`src/hw/clk_sel_consts.vh`:
```
`ifndef CLK_SEL_CONSTS_VH
`define CLK_SEL_CONSTS_VH
// register indexes and byte addresses
`define IDX_DSP_DAC_SEL 8'h10
`define IDX_PUMP_OSR_SEL 8'h11
`define IDX_PLL_REF_SEL 8'h12
`define IDX_RESYNC_CTRL 8'h13
`define IDX_SOURCE_CTRL 8'h20
`define IDX_STATUS 8'h21
`define ADDR_DSP_DAC_SEL 10'h040
`define ADDR_PUMP_OSR_SEL 10'h044
`define ADDR_PLL_REF_SEL 10'h048
`define ADDR_RESYNC_CTRL 10'h04C
`define ADDR_SOURCE_CTRL 10'h080
`define ADDR_STATUS 10'h084
// reset values
`define RST_DSP_DAC_SEL 8'h00
`define RST_PUMP_OSR_SEL 8'h00
`define RST_PLL_REF_SEL 8'h00
`define RST_RESYNC_CTRL 8'h10
`define RST_SOURCE_CTRL 17'h10000
// field positions
`define HI_PIN_LSB 4
`define LO_PIN_LSB 0
`define AUTO_RESYNC_BIT 4
`define RESYNC_REQ_BIT 0
`define SRC_DSP_LSB 0
`define SRC_DAC_LSB 4
`define SRC_PLL_LSB 8
`define SRC_PUMP_GPIO_BIT 12
`define SRC_OSR_GPIO_BIT 13
`define SRC_STANDBY_BIT 16
// codes
`define PIN_CODE_ZERO 3'h3
`define PIN_CODE_TWO 3'h5
`define DIV_SRC_GPIO 3'h5
`define PLL_SRC_GPIO 3'h3
`endif

```
`src/hw/gpio_clock_select_and_resync.v`:
```
`timescale 1ns/1ps
`include "clk_sel_consts.vh"
`default_nettype none
module gpio_clock_select_and_resync (
  input wire mclk,
  input wire nrst,
  input wire hsel,
  input wire [31:0] haddr,
  input wire [1:0] htrans,
  input wire hwrite,
  input wire [2:0] hsize,
  input wire [31:0] hwdata,
  input wire hready,
  output wire hreadyout,
  output wire hresp,
  output reg [31:0] hrdata,
  input wire general_pin_zero,
  input wire general_pin_two,
  input wire frame_clk,
  output wire dsp_clk_out,
  output wire dac_clk_out,
  output wire pump_clk_out,
  output wire oversample_clk_out,
  output wire pll_ref_out,
  output reg clocks_halt_r,
  output reg dac_active_r
);
  localparam ST_RUN = 2'd0;
  localparam ST_HALT = 2'd1;
  localparam ST_ALIGN = 2'd2;

  // register file
  reg [7:0] dsp_dac_gpio_clock_select_r;
  reg [7:0] pump_oversample_gpio_clock_select_r;
  reg [7:0] pll_reference_gpio_select_r;
  reg [7:0] clock_resync_control_r;
  reg [16:0] source_ctrl_r;
  reg [7:0] dsp_dac_nxt;
  reg [7:0] pump_osr_nxt;
  reg [7:0] pll_ref_nxt;
  reg [7:0] resync_nxt;
  reg [16:0] source_nxt;

  // bus data phase
  reg wr_pend_r;
  reg [9:0] wr_addr_r;
  wire addr_phase;
  wire wr_now;

  // resync control
  reg [1:0] state_r;
  reg [1:0] state_nxt;
  reg standby_prev_r;
  reg frame_prev_r;
  reg clocks_halt_nxt;
  reg dac_active_nxt;
  wire [2:0] pins_q;
  wire frame_q;
  wire frame_start;
  wire standby;
  wire leave_standby;
  wire auto_resync_enable;
  wire resync_request;

  // mux inputs per channel: dsp, dac, pump, oversample, pll reference
  wire [4:0] gpio_is_source;
  wire [14:0] pin_codes;
  wire [4:0] mux_out;
  wire [2:0] dsp_clock_pin_select;
  wire [2:0] dac_clock_pin_select;
  wire [2:0] pump_clock_pin_select;
  wire [2:0] oversample_clock_pin_select;
  wire [2:0] pll_ref_pin_select;
  wire [2:0] dsp_divider_source;
  wire [2:0] dac_divider_source;
  wire [2:0] pll_reference_source;
  wire [31:0] status_word;
  reg [31:0] rd_nxt;
  genvar ch;

  // zero wait states, always OKAY
  assign hreadyout = 1'b1;
  assign hresp = 1'b0;
  assign addr_phase = hsel & htrans[1] & hready;
  assign wr_now = wr_pend_r;

  always @(posedge mclk or negedge nrst) begin
    if (!nrst) begin
      wr_pend_r <= 1'b0;
      wr_addr_r <= 10'h000;
    end else if (hready) begin
      // writes outside the decoded window are dropped, as reads return zero there
      wr_pend_r <= addr_phase & hwrite & (haddr[31:10] == 22'h000000);
      wr_addr_r <= haddr[9:0];
    end
  end

  // next values merge a write landing this cycle
  always @* begin
    dsp_dac_nxt = dsp_dac_gpio_clock_select_r;
    pump_osr_nxt = pump_oversample_gpio_clock_select_r;
    pll_ref_nxt = pll_reference_gpio_select_r;
    resync_nxt = clock_resync_control_r;
    source_nxt = source_ctrl_r;
    if (wr_now) begin
      case (wr_addr_r)
        `ADDR_DSP_DAC_SEL: dsp_dac_nxt = hwdata[7:0];
        `ADDR_PUMP_OSR_SEL: pump_osr_nxt = hwdata[7:0];
        `ADDR_PLL_REF_SEL: pll_ref_nxt = hwdata[7:0];
        `ADDR_RESYNC_CTRL: resync_nxt = hwdata[7:0];
        `ADDR_SOURCE_CTRL: source_nxt = hwdata[16:0];
        default: source_nxt = source_ctrl_r;
      endcase
    end
  end

  always @(posedge mclk or negedge nrst) begin
    if (!nrst) begin
      dsp_dac_gpio_clock_select_r <= `RST_DSP_DAC_SEL;
      pump_oversample_gpio_clock_select_r <= `RST_PUMP_OSR_SEL;
      pll_reference_gpio_select_r <= `RST_PLL_REF_SEL;
      clock_resync_control_r <= `RST_RESYNC_CTRL;
      source_ctrl_r <= `RST_SOURCE_CTRL;
    end else begin
      dsp_dac_gpio_clock_select_r <= dsp_dac_nxt;
      pump_oversample_gpio_clock_select_r <= pump_osr_nxt;
      pll_reference_gpio_select_r <= pll_ref_nxt;
      clock_resync_control_r <= resync_nxt;
      source_ctrl_r <= source_nxt;
    end
  end

  // read data taken from next values so a write just before a read is seen
  assign status_word = {26'h0000000, standby, frame_q, dac_active_r,
    clocks_halt_r, state_r};

  always @* begin
    rd_nxt = 32'h00000000;
    case (haddr[9:0])
      `ADDR_DSP_DAC_SEL: rd_nxt = {24'h000000, dsp_dac_nxt};
      `ADDR_PUMP_OSR_SEL: rd_nxt = {24'h000000, pump_osr_nxt};
      `ADDR_PLL_REF_SEL: rd_nxt = {24'h000000, pll_ref_nxt};
      `ADDR_RESYNC_CTRL: rd_nxt = {24'h000000, resync_nxt};
      `ADDR_SOURCE_CTRL: rd_nxt = {15'h0000, source_nxt};
      `ADDR_STATUS: rd_nxt = status_word;
      default: rd_nxt = 32'h00000000;
    endcase
    if (haddr[31:10] != 22'h000000) begin
      rd_nxt = 32'h00000000;
    end
  end

  always @(posedge mclk or negedge nrst) begin
    if (!nrst) begin
      hrdata <= 32'h00000000;
    end else if (addr_phase & ~hwrite) begin
      hrdata <= rd_nxt;
    end
  end

  // field views
  assign dsp_clock_pin_select = dsp_dac_gpio_clock_select_r[`HI_PIN_LSB+2:`HI_PIN_LSB];
  assign dac_clock_pin_select = dsp_dac_gpio_clock_select_r[`LO_PIN_LSB+2:`LO_PIN_LSB];
  assign pump_clock_pin_select =
    pump_oversample_gpio_clock_select_r[`HI_PIN_LSB+2:`HI_PIN_LSB];
  assign oversample_clock_pin_select =
    pump_oversample_gpio_clock_select_r[`LO_PIN_LSB+2:`LO_PIN_LSB];
  assign pll_ref_pin_select = pll_reference_gpio_select_r[`LO_PIN_LSB+2:`LO_PIN_LSB];
  assign dsp_divider_source = source_ctrl_r[`SRC_DSP_LSB+2:`SRC_DSP_LSB];
  assign dac_divider_source = source_ctrl_r[`SRC_DAC_LSB+2:`SRC_DAC_LSB];
  assign pll_reference_source = source_ctrl_r[`SRC_PLL_LSB+2:`SRC_PLL_LSB];
  assign standby = source_ctrl_r[`SRC_STANDBY_BIT];
  assign auto_resync_enable = clock_resync_control_r[`AUTO_RESYNC_BIT];
  assign resync_request = clock_resync_control_r[`RESYNC_REQ_BIT];

  assign gpio_is_source[0] = (dsp_divider_source == `DIV_SRC_GPIO);
  assign gpio_is_source[1] = (dac_divider_source == `DIV_SRC_GPIO);
  assign gpio_is_source[2] = source_ctrl_r[`SRC_PUMP_GPIO_BIT];
  assign gpio_is_source[3] = source_ctrl_r[`SRC_OSR_GPIO_BIT];
  assign gpio_is_source[4] = (pll_reference_source == `PLL_SRC_GPIO);
  assign pin_codes = {pll_ref_pin_select, oversample_clock_pin_select,
    pump_clock_pin_select, dac_clock_pin_select, dsp_clock_pin_select};

  // pins and frame clock are foreign to mclk, so they are sampled;
  // this limits usable pin clocks to well under half of mclk
  pin_sync #(
    .W(3)
  ) u_pin_sync (
    .mclk(mclk),
    .nrst(nrst),
    .pin_in({frame_clk, general_pin_two, general_pin_zero}),
    .pin_q(pins_q)
  );
  assign frame_q = pins_q[2];

  generate
    for (ch = 0; ch < 5; ch = ch + 1) begin : g_mux
      clk_pin_mux u_mux (
        .mclk(mclk),
        .nrst(nrst),
        .gpio_is_source(gpio_is_source[ch]),
        .pin_code(pin_codes[3*ch+2:3*ch]),
        .pin_zero(pins_q[0]),
        .pin_two(pins_q[1]),
        .clk_out(mux_out[ch])
      );
    end
  endgenerate

  assign dsp_clk_out = mux_out[0];
  assign dac_clk_out = mux_out[1] & ~clocks_halt_r;
  assign pump_clk_out = mux_out[2] & ~clocks_halt_r;
  assign oversample_clk_out = mux_out[3] & ~clocks_halt_r;
  assign pll_ref_out = mux_out[4];

  // frame start and standby edge
  assign frame_start = frame_q & ~frame_prev_r;
  assign leave_standby = standby_prev_r & ~standby;

  always @(posedge mclk or negedge nrst) begin
    if (!nrst) begin
      frame_prev_r <= 1'b0;
      standby_prev_r <= 1'b1;
    end else begin
      frame_prev_r <= frame_q;
      standby_prev_r <= standby;
    end
  end

  // resync sequencer
  always @* begin
    state_nxt = state_r;
    case (state_r)
      ST_RUN: begin
        if (resync_request) begin
          state_nxt = ST_HALT;
        end else if (leave_standby & auto_resync_enable) begin
          state_nxt = ST_ALIGN;
        end
      end
      ST_HALT: begin
        if (!resync_request) begin
          state_nxt = ST_ALIGN;
        end
      end
      ST_ALIGN: begin
        if (resync_request) begin
          state_nxt = ST_HALT;
        end else if (frame_start) begin
          state_nxt = ST_RUN;
        end
      end
      default: state_nxt = ST_RUN;
    endcase
  end

  // the halt gates the dac, pump and oversample clock outputs low
  always @* begin
    clocks_halt_nxt = (state_nxt != ST_RUN);
  end

  // dac waits in standby until the auto realignment lands on a frame
  always @* begin
    dac_active_nxt = dac_active_r;
    if (standby) begin
      dac_active_nxt = 1'b0;
    end else if (state_nxt == ST_RUN && state_r != ST_HALT) begin
      dac_active_nxt = 1'b1;
    end
    if (leave_standby & auto_resync_enable & ~resync_request) begin
      dac_active_nxt = 1'b0;
    end
  end

  always @(posedge mclk or negedge nrst) begin
    if (!nrst) begin
      state_r <= ST_RUN;
      clocks_halt_r <= 1'b0;
      dac_active_r <= 1'b0;
    end else begin
      state_r <= state_nxt;
      clocks_halt_r <= clocks_halt_nxt;
      dac_active_r <= dac_active_nxt;
    end
  end

  wire unused_bus;
  assign unused_bus = ^{hsize, hwdata[31:17]};
endmodule // gpio_clock_select_and_resync
`default_nettype wire

```
`src/hw/pin_sync.v`:
```
`timescale 1ns/1ps
`default_nettype none
module pin_sync #(
  parameter W = 3
) (
  input wire mclk,
  input wire nrst,
  input wire [W-1:0] pin_in,
  output reg [W-1:0] pin_q
);
  reg [W-1:0] s1_r;
  reg [W-1:0] s2_r;
  reg [W-1:0] s3_r;
  genvar i;
  always @(posedge mclk or negedge nrst) begin
    if (!nrst) begin
      s1_r <= {W{1'b0}};
      s2_r <= {W{1'b0}};
      s3_r <= {W{1'b0}};
    end else begin
      s1_r <= pin_in;
      s2_r <= s1_r;
      s3_r <= s2_r;
    end
  end
  // a bit changes only once the last two stages agree
  generate
    for (i = 0; i < W; i = i + 1) begin : g_bit
      always @(posedge mclk or negedge nrst) begin
        if (!nrst) begin
          pin_q[i] <= 1'b0;
        end else if (s2_r[i] == s3_r[i]) begin
          pin_q[i] <= s3_r[i];
        end
      end
    end
  endgenerate
endmodule // pin_sync
`default_nettype wire

```
`src/hw/clk_pin_mux.v`:
```
`timescale 1ns/1ps
`include "clk_sel_consts.vh"
`default_nettype none
module clk_pin_mux (
  input wire mclk,
  input wire nrst,
  input wire gpio_is_source,
  input wire [2:0] pin_code,
  input wire pin_zero,
  input wire pin_two,
  output reg clk_out
);
  reg clk_nxt;
  always @* begin
    clk_nxt = 1'b0;
    if (gpio_is_source) begin
      case (pin_code)
        `PIN_CODE_ZERO: clk_nxt = pin_zero;
        `PIN_CODE_TWO: clk_nxt = pin_two;
        default: clk_nxt = 1'b0;
      endcase
    end
  end
  always @(posedge mclk or negedge nrst) begin
    if (!nrst) begin
      clk_out <= 1'b0;
    end else begin
      clk_out <= clk_nxt;
    end
  end
endmodule // clk_pin_mux
`default_nettype wire

```
`config.mk`:
```
export PLATFORM = sky130hd
export DESIGN_NAME = gpio_clock_select_and_resync
export DESIGN_NICKNAME = d
export VERILOG_FILES = /design/src/hw/gpio_clock_select_and_resync.v /design/src/hw/pin_sync.v /design/src/hw/clk_pin_mux.v
export VERILOG_INCLUDE_DIRS = /design/src /design/src/hw
export SDC_FILE = /design/constraint.sdc
export NUM_CORES = 1
export LEC_CHECK = 0
export BUFFER_PORTS_ARGS = -buffer_cell sky130_fd_sc_hd__buf_2
export CAP_MARGIN = 20
export CORE_MARGIN = 2
export CORE_UTILIZATION = 42
export DETAILED_ROUTE_END_ITERATION = 8
export PLACE_DENSITY_LB_ADDON = 0.08
export SKIP_LAST_GASP = 1
export SLEW_MARGIN = 15
export SYNTH_ARGS = -nofsm -noshare
export SYNTH_HDL_FRONTEND = slang
export SYNTH_HIERARCHICAL = 1
export SYNTH_SLANG_ARGS = --single-unit
```
`constraint.sdc`:
```
create_clock -name mclk -period 3.8 [get_ports mclk]
set_input_delay 0.38 -clock mclk [delete_from_list [all_inputs] [get_ports mclk]]
set_output_delay 0.38 -clock mclk [all_outputs]
set_load 0.02 [all_outputs]
```
# Word-level counts from Yosys, hierarchy flattened
# Cells that the tools add are included.
[op_classes]
n_eq_ne = 30
mux = 31
n_bitwise = 17
reduce_logical = 7
[op_table]
columns = ["operator", "count"]
rows = [
  ["case mux 17 bit (6 select lines)", 1],
  ["== test 10 x 7 -> 1 bit (second input constant)", 8],
  ["2-to-1 mux 8 bit", 8],
  ["2-to-1 mux 17 bit", 2],
  ["2-to-1 mux 32 bit", 1],
  ["== test 10 x 8 -> 1 bit (second input constant)", 3],
  ["zero test 22 bit", 1],
  ["nonzero test 22 bit", 1],
  ["== test 3 bit (second input constant)", 7],
  ["== test 3 x 2 -> 1 bit (second input constant)", 6],
  ["AND 1 bit", 12],
  ["2-to-1 mux 2 bit", 5],
  ["case mux 1 bit (2 select lines)", 5],
  ["2-to-1 mux 1 bit", 8],
  ["case mux 2 bit (3 select lines)", 1],
  ["inverter 1 bit", 5],
  ["zero test 2 bit", 2],
  ["== test 1 bit", 3],
  ["nonzero test 3 bit", 1],
  ["== test 2 x 1 -> 1 bit (second input constant)", 1],
  ["== test 2 bit (second input constant)", 1],
  ["inequality test 2 x 1 -> 1 bit (second input constant)", 1],
  ["nonzero test 2 bit", 1],
  ["logical AND 1 bit", 1],
]
[word_totals]
register_bits = 115

# Logic depth before layout (Yosys ltp)
# Gate-level depths: netlist of run 1.
[logic_depth]
ltp_word = 11
ltp_mapped = 8

# Cells and area by module
# The synthesis of run 1 kept the hierarchy.
[by_module_without_submodules]
columns = ["module", "n_inst", "cells_per_inst", "area_each_um2"]
rows = [
  ["gpio_clock_select_and_resync", 1, 282, 3803.6],
  ["pin_sync", 1, 15, 334.1],
  ["clk_pin_mux", 5, 5, 48.8],
]

# Worst setup path before layout of run 1
# No wires, ideal clock.
[synth_path]
kind = "register to register"
from = "register wr_addr_r[1]"
to = "register hrdata[7]"
arrival_time_ps = 2039
path_slack_ps = 1621
stages_incl_launch_ff = 8
path_cell_list = "dfrtp_1 -> nor4_4 -> nand4_2 -> buf_2 -> mux2_4 -> and2_1 -> a2111oi_2 -> o21ai_1"
[synth_via]
elab_chain_len = 5
word_cells_on_any_way = 17
[synth_lines]
columns = ["item", "line", "rtl"]
rows = [
  ["from (decl)", "gpio_clock_select_and_resync.v:46", "reg [9:0] wr_addr_r;"],
  ["from (signal assigned)", "gpio_clock_select_and_resync.v:94", "wr_addr_r <= haddr[9:0];"],
  ["== test 10 x 8 -> 1 bit", "gpio_clock_select_and_resync.v:106", "case (wr_addr_r)"],
  ["2-to-1 mux 17 bit", "gpio_clock_select_and_resync.v:106", ""],
  ["2-to-1 mux 17 bit", "gpio_clock_select_and_resync.v:105", "if (wr_now) begin"],
  ["named net source_nxt[7]", "gpio_clock_select_and_resync.v:42", "reg [16:0] source_nxt;"],
  ["case mux 17 bit (6 select lines)", "gpio_clock_select_and_resync.v:139", "case (haddr[9:0])"],
  ["2-to-1 mux 32 bit", "gpio_clock_select_and_resync.v:148", "if (haddr[31:10] != 22'h000000) begin"],
  ["to (signal assigned)", "gpio_clock_select_and_resync.v:157", "hrdata <= rd_nxt;"],
  ["to (decl)", "gpio_clock_select_and_resync.v:16", "output reg [31:0] hrdata,"],
]
# The timed path passes the listed nets, and every way through them passes these cells.
# A chain may end at the register's enable or synchronous reset.

# Worst setup path after layout of run 1
[layout_path]
from = "register wr_addr_r[1]"
to = "register hrdata[4]"
# Same word-level chain as after synthesis.

==> flow_summary.json, run 1 <==
{
  "setup_violations": 0,
  "rsz0062_at_grt": "no",
  "wirelength_um": 9860,
  "dp_hpwl_um": 6940,
  "drive_above_1_share_pct": 41.5,
  "fin_setup_tns_ps": 0,
  "track_usage_pct": 18.7,
  "die_w_um": 106,
  "cts-root-buf": "clkbuf_8",
  "peakVddDrop_mv": 0.156,
  "syn_to_final_growth_pct": 17.1,
  "r2r_setup_slack_ps": 1100,
  "critPathKind": "reg -> reg",
  "first_iter_violations": 92,
  "cts.path.max_buffers": 2,
  "ys_warn_count": 6,
  "post-route-period-util_pct": 71.0,
  "grt_pass1_vias": 3019,
  "rr_worst_depth": 7,
  "dr_wl_met3_um": 438,
  "wl_met2_um": 4620,
  "yosysSeqAreaShare_pct": 57.2,
  "syn_inst": 322,
  "yosysUniqueCellTypes": 45,
  "worst-path-max-fanout": 11,
  "power_density_nw_per_um2": 395,
  "endpoint_kind": "flip-flop",
  "synth_area_um2": 4380,
  "fp-row-count": 37,
  "min_to": "u_pin_sync/s1_r[0]$_DFF_PN0_",
  "io_buffer_count": 81,
  "clk_pin_slew_ps": 100,
  "finalHoldViolCount": 0,
  "diodes": 0,
  "routabilityCongestion": 0.812,
  "cp.arrival_ps": 2920,
  "async_flop_share_pct": 100,
  "drt-pass1-iter-count": 4,
  "ant_nets": 0,
  "avgRoutedWirePerCell_um": 17.8,
  "grt_overflow": 0,
  "fp.dieH_um": 106,
  "slew_headroom_pct": 40.8,
  "grt_first_pass_wirelength_um": 16100,
  "numCtsBuffers": 9,
  "crit_required_ps": 4020,
  "fin_crit_ps": 2700,
  "fmax_mhz": 370,
  "cap_violations": 0,
  "ys_ff_latch": 100,
  "die-area_um2": 11300,
  "status": "finished, final reports clean",
  "ioPinCount": 118,
  "core_um2": 10200,
  "grt_antenna_before_repair": 0,
  "layout_commonest_cell": "dfrtp_1",
  "placed_area_um2": 4920,
  "hold_depth": 1,
  "fin_area_um2": 5130,
  "post-place-ws_ps": 1080,
  "dp.cells": 538,
  "syn_avg_cell_area_um2": 13.6,
  "fin_skew_ps": 9.26,
  "worst_slack_ps": 1100,
  "cts_resized": 0,
  "final_net_count": 491,
  "synth_flop_cell": "dfrtp_1",
  "leakagePower_uw": 0.00232,
  "vias": 2927,
  "regToRegEndpoint": "hrdata[4]$_DFFE_PN0P_",
  "cts.htree.levels": 3,
  "slew_viol_final": 0,
  "avgViaCountPerCell": 5.27,
  "layout_common_cells": "97 x dfrtp_1, 80 x buf_2, 45 x mux2_2",
  "top_layer": "met4",
  "synth_edf_count": 0,
  "hold_path_class": "in -> reg",
  "cp-start-kind": "flip-flop",
  "clock-sinks": 100,
  "start_util_pct": 42.8,
  "clk-insertion-delay-late_ps": 360,
  "worst_slew_pin_slew_ps": 883,
  "rr_startpoint": "wr_addr_r[1]$_DFFE_PN0P_",
  "cts_tree": "yes",
  "finalNonFillerCells": 555,
  "wl_met1_um": 4630,
  "min_from": "general_pin_zero",
  "drc": 0,
  "grt_max_degree": 37
}
## sequential cells by signal, indices dropped and copies added, names as in the netlist
register	count
clock_resync_control_r	8
g_mux.u_mux/clk_out	5
dac_active_r	1
pll_reference_gpio_select_r	8
state_r	2
hrdata	17
wr_addr_r	10
clocks_halt_r	1
frame_prev_r	1
u_pin_sync/s3_r	3
u_pin_sync/pin_q	3
u_pin_sync/s2_r	3
wr_now	1
pump_oversample_gpio_clock_select_r	8
dsp_dac_gpio_clock_select_r	8
standby_prev_r	1
source_ctrl_r	17
u_pin_sync/s1_r	3
## cell families after synthesis
logic type	count (synthesis)	synth area share, %
DFF	100	57.2
buffers and inverters	27	3.88
muxes	59	15.2
AOI/OAI and AO/OA	50	10.4
other	2	0.171
and+or+nand+nor	81	12.4
adders and majority gates	3	0.771
## layer usage
| layer | global-route usage, % | up-vias |
|---|---|---|
| li1 | - | 1361 |
| met2 | 29.2 | 91 |
| met4 | 6.30 | 0 |
| met3 | 4.17 | 11 |
| met1 | 25.9 | 1464 |
| met5 | 0 | - |
## how the worst max path moves through the flow
stage / start / depth (start not counted) / slack (ps) / to
after floorplan: wr_addr_r[1]$_DFFE_PN0P_ / 7 / 1620 / hrdata[7]$_DFFE_PN0P_
after global placement: wr_addr_r[1]$_DFFE_PN0P_ / 7 / 1120 / hrdata[4]$_DFFE_PN0P_
after detailed placement: wr_addr_r[1]$_DFFE_PN0P_ / 7 / 1080 / hrdata[4]$_DFFE_PN0P_
after CTS: wr_addr_r[1]$_DFFE_PN0P_ / 7 / 1060 / hrdata[4]$_DFFE_PN0P_
after global routing: wr_addr_r[1]$_DFFE_PN0P_ / 7 / 910 / hrdata[4]$_DFFE_PN0P_
final: wr_addr_r[1]$_DFFE_PN0P_ / 7 / 1100 / hrdata[4]$_DFFE_PN0P_
## final cells by class
class / count / area [um2]
Tap cell: 136 / 170
Clock buffer: 11 / 141
Timing Repair Buffer: 91 / 485
Inverter: 2 / 7.51
Clock inverter: 5 / 60.1
Multi-Input combinational cell: 210 / 1760
Fill cell: 954 / 5100
Sequential cell: 100 / 2510
## synthesized netlist by cell type, types with 2 or more instances
master / instances / area share (%)
nand3b_1: 10 / 1.7
nor2b_1: 9 / 1.3
nand4_2: 4 / 1.1
and2_1: 11 / 1.6
buf_1: 2 / 0.17
nor2_1: 5 / 0.43
buf_2: 4 / 0.46
o21ai_1: 8 / 0.91
mux2_2: 45 / 12
nor4_1: 6 / 0.86
o21ai_0: 2 / 0.23
a32o_1: 22 / 5.0
conb_1: 2 / 0.17
a21oi_1: 5 / 0.57
clkbuf_1: 2 / 0.17
maj3_2: 3 / 0.77
and3b_1: 2 / 0.40
nand4_1: 2 / 0.29
or4_1: 2 / 0.34
dfrtp_1: 97 / 55
and3_1: 2 / 0.29
mux2_1: 13 / 3.3
nand2_1: 15 / 1.3
buf_4: 17 / 2.9
a2111oi_2: 8 / 2.7
nand3_1: 2 / 0.23
dfstp_2: 3 / 1.8
inv_1: 2 / 0.17
## worst max-delay path, cell delays in order (launching register included)
cell and delay, ps:
dfrtp_1 420, nor4_4 460, nand4_2 380, buf_4 330
mux2_2 300, a32o_1 220, a2111oi_2 350, o21ai_1 90
## through the flow
stage	util (%)	hold slack (ps)	total power, uW
global route	50.2	89.4	2120
global placement	48.1	332	1340
detailed placement	48.1	334	1350
finish	50.2	114	2030
floorplan	-	84.4	1270
CTS	50.2	106	2050
## power breakdown
group          internal, uW  total (uW)  switching, uW
Combinational          74.0         168           94.3
Clock                   326         703            377
Sequential             1120        1160           38.6
## repair_timing
| item | 4_1_cts | 5_1_grt |
|---|---|---|
| buffers inserted | 0 | 0 |
| hold buffers | 1 | 0 |
| endpoints found under the hold margin | 29 | 0 |
(Power assumes the default switching activity.)
==> run 2: changes to the inputs <==
Clock period 3.8 ns to 2.6 ns, I/O delays scaled along.
==> flow_summary.json, run 2 (synthesis results as in run 1) <==
{
  "post-route-period-util_pct": 91.0,
  "die_w_um": 106,
  "routabilityCongestion": 0.818,
  "diodes": 0,
  "fp.dieH_um": 106,
  "largestRegisters": "hrdata x17, source_ctrl_r x17, wr_addr_r x10",
  "grt_antenna_before_repair": 0,
  "layout_common_cells": "97 x dfrtp_1, 80 x buf_2, 45 x mux2_2",
  "slew_viol_final": 0,
  "worst-path-max-fanout": 8,
  "wirelength_um": 9930,
  "fin_crit_ps": 2370,
  "numCtsBuffers": 9,
  "leakagePower_uw": 0.00237,
  "layout_commonest_cell": "dfrtp_1",
  "syn_to_final_growth_pct": 19.8,
  "cap_violations": 0,
  "cp-start-kind": "flip-flop",
  "drt-pass1-iter-count": 4,
  "critPathKind": "reg -> reg",
  "ant_nets": 0,
  "cts-root-buf": "clkbuf_8",
  "avgRoutedWirePerCell_um": 17.6,
  "clk_pin_slew_ps": 100,
  "timing.hold.ws_ps": 135,
  "p_switching_uw": 737,
  "start_util_pct": 42.8,
  "min_from": "haddr[9]",
  "grt_first_pass_wirelength_um": 16100,
  "avgViaCountPerCell": 5.29,
  "crit_required_ps": 2830,
  "peakVddDrop_mv": 0.355,
  "drc": 0,
  "first_iter_violations": 75,
  "switching_share_pct": 24.9,
  "final_net_count": 501,
  "dp_hpwl_um": 6920,
  "placed_area_um2": 5000,
  "setup_violations": 0,
  "cts.htree.levels": 3,
  "track_usage_pct": 18.8,
  "grt_pass1_vias": 3057,
  "worst_slew_pin_slew_ps": 832,
  "die-area_um2": 11300,
  "seqPwrFrac_pct": 57.0,
  "fmax_mhz": 423,
  "drive_above_1_share_pct": 42.2,
  "pwr-share-comb_pct": 8.7,
  "cp.arrival_ps": 2590,
  "clockPowerShare_pct": 34.3,
  "ioPinCount": 118,
  "clock-sinks": 100,
  "hold_path_class": "in -> reg",
  "post_cts_buffers": 0,
  "cts_tree": "yes",
  "fin_skew_ps": 7.14,
  "cts.path.max_buffers": 2,
  "rr_startpoint": "wr_addr_r[1]$_DFFE_PN0P_",
  "fp-row-count": 37,
  "fin_setup_tns_ps": 0,
  "min_to": "wr_addr_r[9]$_DFFE_PN0P_",
  "status": "finished, final reports clean",
  "finalHoldViolCount": 0,
  "p_int_uw": 2230,
  "regToRegEndpoint": "hrdata[4]$_DFFE_PN0P_",
  "clk-insertion-delay-late_ps": 360,
  "vias": 2987,
  "hold_depth": 2,
  "io_buffer_count": 81,
  "endpoint_kind": "flip-flop",
  "core_um2": 10200,
  "slew_headroom_pct": 44.3,
  "r2r_setup_slack_ps": 230,
  "rr_worst_depth": 7,
  "power_density_nw_per_um2": 564,
  "grt_overflow": 0,
  "fin_area_um2": 5250,
  "rsz0062_at_grt": "no",
  "grt_max_degree": 54
}
==> run 2: power groups by stage <==
stage	logic, uW	registers, uW	clock network, uW
floorplan	149	1710	0
global placement	250	1720	0
detailed placement	255	1720	0
CTS	261	1690	1050
global route	286	1700	1110
finish	256	1690	1020
==> run 2: repair_timing <==
item / CTS / global route
hold endpoints to repair: 51 / 0
gates resized for setup: 0 / 1
hold buffers: 4 / 0
endpoints found under the setup margin: 0 / 8
==> run 2: stage by stage <==
step	std cells	setup WS, ps	utilization (%)	total power, uW
after floorplan	337	421	-	1860
after global placement	545	110	48.9	1970
after detailed placement	545	40.8	48.9	1980
after CTS	565	41.1	51.2	3000
after global routing	565	89.4	51.3	3100
final	565	233	51.3	2960
==> run 2: worst max-delay path, cell delays in order (launching register included) <==
cell       delay (ps)
dfrtp_1           420
nor4_4            370
buf_4             200
nand4_4           210
mux2_1            400
a32o_1            260
a2111oi_2         270
o21ai_1            90
==> run 2: layer usage <==
layer | wire [um] | vias to the layer above | global-route usage, %
met5 | 0 | - | 0
met4 | 192 | 0 | 9.59
met3 | 447 | 15 | 2.39
met2 | 4660 | 96 | 29.5
met1 | 4630 | 1499 | 25.8
li1 | - | 1377 | -
==> run 2: final cells by class <==
cell class / instances / area (um2)
fill: 929 / 4980
sequential: 100 / 2510
multi-input combinational: 210 / 1770
timing repair buffer: 101 / 593
tap: 136 / 170
clock buffer: 11 / 141
clock inverter: 5 / 60.1
inverter: 2 / 7.51
==> run 2: how the worst max path moves through the flow <==
stage / slack (ps) / from / end / cells after the start
after detailed placement: 40 / wr_addr_r[1]$_DFFE_PN0P_ / hrdata[4]$_DFFE_PN0P_ / 7
after floorplan: 420 / wr_addr_r[1]$_DFFE_PN0P_ / hrdata[7]$_DFFE_PN0P_ / 7
final: 230 / wr_addr_r[1]$_DFFE_PN0P_ / hrdata[4]$_DFFE_PN0P_ / 7
after global routing: 90 / wr_addr_r[5]$_DFFE_PN0P_ / hrdata[0]$_DFFE_PN0P_ / 6
after global placement: 110 / wr_addr_r[1]$_DFFE_PN0P_ / hrdata[4]$_DFFE_PN0P_ / 7
after CTS: 40 / wr_addr_r[1]$_DFFE_PN0P_ / hrdata[4]$_DFFE_PN0P_ / 7
